==> src/rtl/srat_pkg.sv <==
// Constants shared by the receive address translator
package srat_pkg;
    // ------------------------------------------------------------
    // Widths
    // ------------------------------------------------------------
    localparam int ADDR_W   = 32;           // Packet and local address
    localparam int BUS_AW   = 5;            // Register bus byte address
    localparam int NUM_REG  = 6;            // Size/offset registers
    localparam int NUM_RGN  = 3;            // Mapped regions held here
    // ------------------------------------------------------------
    // Register word indices (byte address is four times these)
    // ------------------------------------------------------------
    localparam logic [2:0] IDX_SIZE1   = 3'h0; // rx_region1_size
    localparam logic [2:0] IDX_OFFSET1 = 3'h1; // rx_region1_offset
    localparam logic [2:0] IDX_SIZE2   = 3'h2; // rx_region2_size
    localparam logic [2:0] IDX_OFFSET2 = 3'h3; // rx_region2_offset
    localparam logic [2:0] IDX_SIZE3   = 3'h4; // rx_region3_size
    localparam logic [2:0] IDX_OFFSET3 = 3'h5; // rx_region3_offset
    localparam logic [2:0] IDX_STATUS  = 3'h6; // Translator status
    // ------------------------------------------------------------
    // Field layout and reset values
    // ------------------------------------------------------------
    localparam int FIELD_LSB = 2;           // Fields occupy 31:2
    localparam logic [31:0] FIELD_MASK = 32'hFFFF_FFFC;
    localparam logic [31:0] CFG_RESET  = 32'h0000_0000;
    localparam logic [15:0] DROP_RESET = 16'h0000;
endpackage

==> src/rtl/srat_top.sv <==
// Receive address translator for mapped regions one to three
module srat_top (
    input  wire logic        clk,
    input  wire logic        rstn,
    // Avalon-MM register slave
    input  wire logic [4:0]  avsAddress,
    input  wire logic        avsRead,
    input  wire logic        avsWrite,
    input  wire logic [31:0] avsWritedata,
    output logic      [31:0] avsReaddata,
    output logic             avsWaitrequest,
    // Inbound packet address from serial receive path
    input  wire logic        pktValid,
    input  wire logic [31:0] pktAddr,
    output logic             pktReady,
    // Local configuration bus request
    output logic             locValid,
    output logic      [31:0] locAddr,
    output logic      [1:0]  locRegion,
    input  wire logic        locReady,
    // One-cycle pulse when a packet matched no region
    output logic             pktDrop
);
    // ------------------------------------------------------------
    // Register storage
    // ------------------------------------------------------------
    logic [31:0] cfg_q [srat_pkg::NUM_REG];   // Size/offset words
    logic [31:0] cfg_d [srat_pkg::NUM_REG];   // Next values
    logic [31:0] rdata_q;                     // Read data
    logic [31:0] rdata_d;
    logic        wait_q;                      // Waitrequest
    logic        wait_d;
    logic [15:0] dropCnt_q;                   // Unmatched count
    logic [15:0] dropCnt_d;
    logic [1:0]  lastRgn_q;                   // Last region hit
    logic [1:0]  lastRgn_d;
    logic [2:0]  regIdx;                      // Word index
    // ------------------------------------------------------------
    // Translation path state
    // ------------------------------------------------------------
    logic        locValid_q;                  // Request pending
    logic        locValid_d;
    logic [31:0] locAddr_q;                   // Translated address
    logic [31:0] locAddr_d;
    logic [1:0]  locRegion_q;                 // Region used
    logic [1:0]  locRegion_d;
    logic        pktReady_q;                  // Accept window
    logic        pktReady_d;
    logic        drop_q;                      // Miss pulse
    logic        drop_d;
    logic        accept;                      // Packet taken
    logic        hit;                         // Some region passed
    logic [1:0]  hitRgn;                      // Winning region
    logic [31:0] hitAddr;                     // Winning translation

    assign regIdx = avsAddress[4:2];
    assign accept = pktValid && pktReady_q;

    // ------------------------------------------------------------
    // Region match and translation
    // ------------------------------------------------------------
    // Walk from region three down so the lowest passing region
    // is the last to assign and therefore wins.
    always_comb begin
        hit     = 1'b0;
        hitRgn  = 2'h0;
        hitAddr = 32'h0000_0000;
        for (int i = srat_pkg::NUM_RGN - 1; i >= 0; i--) begin
            // Strictly-below size
            if (pktAddr < cfg_q[2*i]) begin
                hit     = 1'b1;
                hitRgn  = 2'(i);
                // Add the matching offset
                hitAddr = pktAddr + cfg_q[2*i+1];
            end
        end
    end

    // ------------------------------------------------------------
    // Local bus request and packet handshake
    // ------------------------------------------------------------
    // One request is held at a time; the packet side only opens
    // while no request is pending, so nothing is ever overwritten.
    always_comb begin
        locValid_d  = locValid_q;
        locAddr_d   = locAddr_q;
        locRegion_d = locRegion_q;
        drop_d      = 1'b0;
        dropCnt_d   = dropCnt_q;
        lastRgn_d   = lastRgn_q;
        // Request consumed by the local bus
        if (locValid_q && locReady) begin
            locValid_d = 1'b0;
        end
        // New packet taken
        if (accept) begin
            if (hit) begin
                // Issue translated address
                locValid_d  = 1'b1;
                locAddr_d   = hitAddr;
                locRegion_d = hitRgn;
                lastRgn_d   = hitRgn;
            end else begin
                // No region: drop, never issue
                drop_d    = 1'b1;
                dropCnt_d = dropCnt_q + 16'h0001;
            end
        end
        pktReady_d = !locValid_d;
    end

    // Registers of the translation path
    always_ff @(posedge clk or negedge rstn) begin
        if (!rstn) begin
            locValid_q  <= 1'b0;
            locAddr_q   <= srat_pkg::CFG_RESET;
            locRegion_q <= 2'h0;
            pktReady_q  <= 1'b0;
            drop_q      <= 1'b0;
            dropCnt_q   <= srat_pkg::DROP_RESET;
            lastRgn_q   <= 2'h0;
        end else begin
            locValid_q  <= locValid_d;
            locAddr_q   <= locAddr_d;
            locRegion_q <= locRegion_d;
            pktReady_q  <= pktReady_d;
            drop_q      <= drop_d;
            dropCnt_q   <= dropCnt_d;
            lastRgn_q   <= lastRgn_d;
        end
    end

    // ------------------------------------------------------------
    // Avalon-MM slave
    // ------------------------------------------------------------
    // Waitrequest idles high and drops for exactly one cycle per
    // request; read data stand at the edge that drops it, and the write lands at the next edge.
    always_comb begin
        wait_d  = 1'b1;
        rdata_d = rdata_q;
        for (int i = 0; i < srat_pkg::NUM_REG; i++) begin
            cfg_d[i] = cfg_q[i];
        end
        if ((avsRead || avsWrite) && wait_q) begin
            // First cycle of a request: fetch and release wait
            wait_d = 1'b0;
            if (regIdx < 3'(srat_pkg::NUM_REG)) begin
                // Low bits already zero in storage
                rdata_d = cfg_q[regIdx];
            end else if (regIdx == srat_pkg::IDX_STATUS) begin
                rdata_d = {dropCnt_q, 12'h000, lastRgn_q,
                           locValid_q, pktReady_q};
            end else begin
                // Unmapped word reads zero
                rdata_d = 32'h0000_0000;
            end
        end else if (avsWrite && !wait_q) begin
            // Completing write: only fields 31:2 are kept
            if (regIdx < 3'(srat_pkg::NUM_REG)) begin
                cfg_d[regIdx] = avsWritedata & srat_pkg::FIELD_MASK;
            end
        end
    end

    // Registers of the slave
    always_ff @(posedge clk or negedge rstn) begin
        if (!rstn) begin
            wait_q  <= 1'b1;
            rdata_q <= 32'h0000_0000;
            for (int i = 0; i < srat_pkg::NUM_REG; i++) begin
                cfg_q[i] <= srat_pkg::CFG_RESET;
            end
        end else begin
            wait_q  <= wait_d;
            rdata_q <= rdata_d;
            for (int i = 0; i < srat_pkg::NUM_REG; i++) begin
                cfg_q[i] <= cfg_d[i];
            end
        end
    end

    // ------------------------------------------------------------
    // Outputs
    // ------------------------------------------------------------
    assign avsReaddata    = rdata_q;
    assign avsWaitrequest = wait_q;
    assign pktReady       = pktReady_q;
    assign locValid       = locValid_q;
    assign locAddr        = locAddr_q;
    assign locRegion      = locRegion_q;
    assign pktDrop        = drop_q;

    // ------------------------------------------------------------
    // Checks
    // ------------------------------------------------------------
    logic below1;                          // Size tests for checks
    logic below2;
    logic below3;
    assign below1 = pktAddr < cfg_q[srat_pkg::IDX_SIZE1];
    assign below2 = pktAddr < cfg_q[srat_pkg::IDX_SIZE2];
    assign below3 = pktAddr < cfg_q[srat_pkg::IDX_SIZE3];
    logic missNow;                         // Taken packet hits nothing
    assign missNow = accept && !below1 && !below2 && !below3;

    // Region one translation
    chk_region1_add: assert property (
        @(posedge clk) disable iff (!rstn)
        accept && below1 |=> locValid_q && locRegion_q == 2'h0
            && locAddr_q == $past(pktAddr)
               + $past(cfg_q[srat_pkg::IDX_OFFSET1]))
        else $error("Region one translation wrong");

    // Region two translation
    chk_region2_add: assert property (
        @(posedge clk) disable iff (!rstn)
        accept && !below1 && below2 |=> locRegion_q == 2'h1
            && locAddr_q == $past(pktAddr)
               + $past(cfg_q[srat_pkg::IDX_OFFSET2]))
        else $error("Region two translation wrong");

    // Region three translation
    chk_region3_add: assert property (
        @(posedge clk) disable iff (!rstn)
        accept && !below1 && !below2 && below3
            |=> locRegion_q == 2'h2
            && locAddr_q == $past(pktAddr)
               + $past(cfg_q[srat_pkg::IDX_OFFSET3]))
        else $error("Region three translation wrong");

    // Lower region wins an overlap
    chk_order_low: assert property (
        @(posedge clk) disable iff (!rstn)
        accept && below2 && !below1 && below3
            |=> locRegion_q == 2'h1)
        else $error("Region priority wrong");

    // Miss never issues, pulses drop once
    chk_miss_drop: assert property (
        @(posedge clk) disable iff (!rstn)
        missNow |=> !locValid_q && pktDrop
            ##1 pktDrop == $past(missNow))
        else $error("Unmatched packet issued");

    // Request holds until taken
    chk_req_hold: assert property (
        @(posedge clk) disable iff (!rstn)
        locValid_q && !locReady |=> locValid_q && $stable(locAddr_q))
        else $error("Local request dropped early");

    // Low bits of the region two size field stay zero
    chk_low_bits: assert property (
        @(posedge clk) disable iff (!rstn)
        avsWrite && !wait_q && regIdx == srat_pkg::IDX_SIZE2
            |=> cfg_q[srat_pkg::IDX_SIZE2][1:0] == 2'h0
            && cfg_q[srat_pkg::IDX_SIZE2][31:2]
               == $past(avsWritedata[31:2]))
        else $error("Field write or low bits wrong");

    // Fields zero right after reset
    chk_reset_zero: assert property (
        @(posedge clk) disable iff (!rstn)
        !$past(rstn) |-> cfg_q[srat_pkg::IDX_OFFSET1] == 32'h0
            && cfg_q[srat_pkg::IDX_SIZE3] == 32'h0)
        else $error("Field not zero after reset");

    // Slave answers one cycle after a request
    chk_wait_once: assert property (
        @(posedge clk) disable iff (!rstn)
        (avsRead || avsWrite) && wait_q |=> !wait_q ##1 wait_q)
        else $error("Waitrequest timing wrong");

    // Unmatched count steps once per drop
    chk_drop_count: assert property (
        @(posedge clk) disable iff (!rstn)
        pktDrop |-> dropCnt_q == $past(dropCnt_q) + 16'h0001)
        else $error("Unmatched count wrong");

    // Packet side closed while a request is pending
    chk_ready_idle: assert property (
        @(posedge clk) disable iff (!rstn)
        locValid_q |-> !pktReady_q)
        else $error("Packet taken over pending request");

    // Main scenarios
    cov_region1: cover property (
        @(posedge clk) disable iff (!rstn) accept && below1);
    cov_region3: cover property (
        @(posedge clk) disable iff (!rstn)
        accept && !below1 && !below2 && below3);
    cov_miss: cover property (
        @(posedge clk) disable iff (!rstn) pktDrop);
    cov_stall: cover property (
        @(posedge clk) disable iff (!rstn)
        locValid_q && !locReady ##1 locValid_q && locReady);
endmodule

==> config.mk <==
export PLATFORM = sky130hd
export DESIGN_NAME = srat_top
export DESIGN_NICKNAME = d
export VERILOG_FILES = /design/src/rtl/srat_pkg.sv /design/src/rtl/srat_top.sv
export SDC_FILE = /design/constraint.sdc
export NUM_CORES = 1
export LEC_CHECK = 0
export ABC_AREA = 1
export BUFFER_PORTS_ARGS = -buffer_cell sky130_fd_sc_hd__buf_2
export CAP_MARGIN = 15
export CORE_MARGIN = 1.5
export CORE_UTILIZATION = 50
export DETAILED_ROUTE_END_ITERATION = 12
export PLACE_DENSITY = 0.68
export SYNTH_ARGS = -nofsm -noshare
export SYNTH_HDL_FRONTEND = slang
export SYNTH_SLANG_ARGS = --single-unit
==> constraint.sdc <==
create_clock -name clk -period 2.8 [get_ports clk]
set_clock_uncertainty 0.1 [all_clocks]
set_input_delay 0.14 -clock clk [delete_from_list [all_inputs] [get_ports clk]]
set_output_delay 0.14 -clock clk [all_outputs]
set_load 0.01 [all_outputs]
-- After elaboration in Yosys (flattened, before gate mapping)
Cells that the tools add are included.
- word-level logic and storage cells: 62
- bits in registers: 278
- input bits: 75
- reduce and logical (&&, ||, !) cells: 11
- $add $sub $neg: 4
- eq/ne operators: 1
- bitwise operators: 3
- $lt $le $gt $ge: 6
- mux-type cells: 23
- operators by type and width (kind ; number):
    $mux 32 ; 8
    $bwmux 192 ; 1
    $add 32x32->32 ; 3
    $bmux 32 s3 ; 1
    $demux 32 s3 ; 1
    $lt 32x32->1 ; 3
    $add 16x1->16 const B ; 1
    $mux 1 ; 9
    $mux 2 ; 3
    $logic_and 1x1->1 ; 5
    $ge 4x4->1 const B ; 1
    $lt 4x1->1 const B ; 1
    $not 3->4 ; 1
    $reduce_and 2->1 ; 2
    $eq 3x3->1 const B ; 1
    $lt 3x3->1 const B ; 1
    $reduce_and 3->1 ; 1
    $logic_not 1->1 ; 2
    $not 1->1 ; 2
    $logic_or 1x1->1 ; 1

-- Logic depth before layout (Yosys ltp)
- word-level depth: 7
- gate-level depth with buffers: 19

-- Worst setup path after synthesis
Ideal clock, no wire load.
- path type: register to register
- from: register cfg_q[2] (netlist bit)
- to: register locAddr_q[30] (netlist: locAddr[30])
- period minus slack after synthesis: 2.096 ns
- arrival time: 1.880 ns
- path slack: 0.704 ns
- required time: 2.584 ns
- cell stages (with the launch flop): 20
- library setup time: 0.116 ns
- cell sequence: dfrtp_1 > ha_1 > inv_1 > fa_1 > inv_1 > nand2_1 > nand2_1 > nand3_1 > nand2_1 > nand2_1 > nand2_1 > nand2_1 > nand2_1 > nand2_1 > nand3_1 > nand2_1 > nand2_1 > nand2_1 > nand2_1 > nand2_1
- cells in the longest elaborated chain, start to end: 4
- RTL lines (what ; line ; text):
    start: declaration ; srat_top.sv:27 ; logic [31:0] cfg_q [srat_pkg::NUM_REG];
    start signal: indexed assignment ; srat_top.sv:171 ; cfg_q[i] <= srat_pkg::CFG_RESET;
    start signal: indexed assignment ; srat_top.sv:177 ; cfg_q[i] <= cfg_d[i];
    $add 32x32->32 ; srat_top.sv:74 ; hitAddr = pktAddr + cfg_q[2*i+1];
    $mux 32 (3 in series) ; srat_top.sv:70 ; if (pktAddr < cfg_q[2*i]) begin
    end signal: assignment ; srat_top.sv:116 ; locAddr_q <= srat_pkg::CFG_RESET;
    end signal: assignment ; srat_top.sv:124 ; locAddr_q <= locAddr_d;
    end: declaration ; srat_top.sv:43 ; logic [31:0] locAddr_q;
No other way between the ends.
A chain may end at the register's enable or synchronous reset.

-- Worst setup path in the final report
Same ends and word-level chain as after synthesis.

==> flow_summary.json <==
{
  "status": "complete, no violations",
  "powerDensity_nw_per_um2": 784.6,
  "drive_gt1_share_pct": 10.52,
  "grt_pass1_wl_mm": 107.9,
  "period_share_pct": 94.14,
  "vias_per_cell": 5.657,
  "synth_most_common_cell": "nand2_1",
  "h-tree-depth": 1,
  "yosys_register_bits": 266,
  "die_w_um": 201.0,
  "dp_hpwl_mm": 54.71,
  "cp-end-kind": "register",
  "insertedDiodeCount": 0,
  "async_flop_share_pct": 100.0,
  "cp.arrival_ps": 2990,
  "p_seq_share_pct": 32.7,
  "p_sw_w": 0.007638,
  "wl_mm": 69.67,
  "antenna_found_initial": 0,
  "cp_data_required_time_ps": 3150,
  "setup_ws_ps": 164.0,
  "nets": 3238,
  "wl_per_cell_um": 19.77,
  "p_leak_nw": 11.72,
  "netlist_top_cells_count": "nand2_1, o21ai_0, inv_1",
  "clk_pin_slew_ps": 60,
  "fin_crit_ps": 2636,
  "grt_pass1_vias": 19030,
  "postCtsSetupRepairBufs": 0,
  "start_util_pct": 50.70,
  "core-area_um2": 38650,
  "gp_congestion": 0.9742,
  "cts.sinks": 266,
  "overflow": 0,
  "grt_max_degree": 61,
  "crit_type": "reg -> reg",
  "cts_buffer_depth": 3,
  "ys_top_cells_by_area": "dfrtp_1, nand2_1, ha_1",
  "drc_errors": 0,
  "synth_edf_count": 0,
  "cts_tree": "yes",
  "max_slew_margin_pct": 43.33,
  "drt_pass1_iterations": 5,
  "pwr-share-clk_pct": 22.5,
  "tightest_slew_ps": 846.9,
  "die_h_um": 201.0,
  "ys_seq_area_share_pct": 33.98,
  "synth_flop_cell": "dfrtp_1",
  "dieArea_um2": 40380,
  "cts-root-buf": "clkbuf_16",
  "hold_class": "in -> reg",
  "syn-cell-area_um2": 19590,
  "hold_violations": 0,
  "path_max_fanout": 4,
  "syn-num-nets": 3049,
  "grt_util_all_layers_pct": 34.47,
  "maxCapViolCount": 0,
  "maxSlewViolCount": 0,
  "portBuffers": 140,
  "setup_viol": 0,
  "crit_path_start_kind": "register",
  "netlist.area_leader.share_pct": 33.84,
  "internal-power_w": 0.01008,
  "num_rows": 72,
  "final_util_pct": 58.43,
  "drt_iter0_markers": 1737,
  "hold_slack_ps": 43.18,
  "fin_tns_setup_ps": 0,
  "vias": 19930,
  "io_pins": 145,
  "synth_cell_types": 55,
  "synthCells": 2793,
  "p_sw_share_pct": 43.11,
  "clock.fmax_ghz": 0.3794,
  "area_delta_synth_final_pct": 15.25,
  "cts_inserted_buffers": 30,
  "fillers": 3718,
  "avgSynthCellArea_um2": 7.015,
  "place_ws_ps": 137.9,
  "rsz0062_at_grt": "false",
  "yosysWarnings": 0,
  "yosys.area.top_type": "dfrtp_1",
  "ant_nets": 0,
  "peakVddDrop_mv": 0.5481,
  "clock_latency_ps": 600,
  "p_comb_share_pct": 44.8
}
[flip-flops by register name, indices dropped and copies added, names as in the netlist]
register	flops
locRegion	2
dropCnt_q	16
locAddr	32
avsReaddata	32
cfg_q	180
locValid	1
pktReady	1
avsWaitrequest	1
pktDrop	1
[placed cells by master, fill, tap and decap left out, drive strengths merged, types with 2 or more instances in the layout]
| cell | count |
|---|---|
| a211oi | 14 |
| a21boi | 4 |
| a21o | 16 |
| a21oi | 173 |
| a221oi | 12 |
| a31oi | 2 |
| a32o | 3 |
| buf | 205 |
| clkbuf | 45 |
| clkinv | 8 |
| clkinvlp | 2 |
| dfrtp | 265 |
| dlygate4sd3 | 39 |
| fa | 3 |
| ha | 178 |
| inv | 311 |
| nand2 | 866 |
| nand3 | 168 |
| nand3b | 12 |
| nand4 | 19 |
| nor2 | 196 |
| nor3 | 17 |
| nor4 | 7 |
| o211ai | 8 |
| o21a | 5 |
| o21ai | 332 |
| o21bai | 10 |
| o221a | 2 |
| o221ai | 3 |
| o22ai | 6 |
| o41ai | 3 |
| or2 | 17 |
| xnor2 | 18 |
| xor2 | 30 |
[path summary, 6_finish.rpt]
| kind | slack, ps | endpoint | depth (start not counted) | startpoint |
|---|---|---|---|---|
| max in group asynchronous | 1940 | avsWaitrequest$_DFF_PN1_ | 3 | rstn |
| worst min-delay path | 40 | avsReaddata[10]$_DFFE_PN0P_ | 4 | avsAddress[4] |
| worst max register to register | 160 | locAddr[30]$_DFFE_PN0P_ | 19 | cfg_q[2]$_DFFE_PN0P_ |
| worst min register to register | 370 | locAddr[12]$_DFFE_PN0P_ | 2 | locAddr[12]$_DFFE_PN0P_ |
| min in group asynchronous | 110 | locAddr[4]$_DFFE_PN0P_ | 3 | rstn |
| worst max-delay path | 160 | locAddr[30]$_DFFE_PN0P_ | 19 | cfg_q[2]$_DFFE_PN0P_ |
[cell families (layout without fill, tap and decap cells)]
group / Yosys count / after routing / synth area share (%)
adder cells (fa/ha/maj): 181 / 181 / 11.67
XOR/XNOR: 48 / 48 / 2.146
AO/OA/AOI/OAI: 595 / 595 / 16.57
AND/OR/NAND/NOR: 1304 / 1304 / 27.58
buffers and inverters: 399 / 611 / 8.052
flip-flops: 266 / 266 / 33.98
[worst max-delay path: stages, from the launching register on]
cell and delay (ps):
dfrtp_1 380, ha_1 220, inv_1 70, fa_1 400, inv_1 90, nand2_1 70, nand2_1 100, nand3_1 90
nand2_2 130, nand2_1 60, nand2_1 150, nand2_1 120, nand2_1 80, nand2_1 50, nand3_1 80, nand2_1 50
nand2_1 100, nand2_1 60, nand2_1 50, nand2_1 50
[stage by stage]
stage                     area (um^2)  std cells  power, W
after CTS                       22580       3523   0.01766
after detailed placement        21160       3428   0.01358
after floorplan                 19590       2793   0.01077
after global routing            22580       3523   0.01901
final                           22580       3523   0.01772
after global placement          21160       3428   0.01342
[power by group through the flow]
stage | logic (W) | registers, W | clock network (W)
2_1_floorplan | 0.00514 | 0.00563 | 0
3_5_place_dp | 0.00776 | 0.00582 | 0
4_1_cts | 0.00785 | 0.00577 | 0.00404
5_1_grt | 0.00890 | 0.00591 | 0.00420
6_report | 0.00793 | 0.00580 | 0.00399
3_3_place_gp | 0.00763 | 0.00580 | 0
[area by class of cell]
class / count / area [um^2] / area share, %
tap: 518 / 648.1 / 2.870
sequential: 266 / 6658 / 29.48
timing repair buffer: 244 / 1697 / 7.513
clock inverter: 10 / 80.08 / 0.3546
multi-input combinational: 2128 / 11400 / 50.50
clock buffer: 45 / 918.4 / 4.067
inverter: 312 / 1176 / 5.208
[repair_timing]
item                       4_1_cts  5_1_grt
gates resized for setup          0        4
hold endpoints to repair       455        0
setup endpoints to repair        0       17
hold buffers                    40        0
[per-layer routing]
layer | share of wire (%) | GRT usage, % | up-vias
met5 | 0 | 0 | -
met4 | 3.2 | 10.85 | 0
met3 | 8.8 | 5.373 | 123
met2 | 43 | 53.02 | 807
met1 | 45 | 49.67 | 9427
li1 | - | - | 9573
Note: power is estimated with default switching activity, not from simulation.
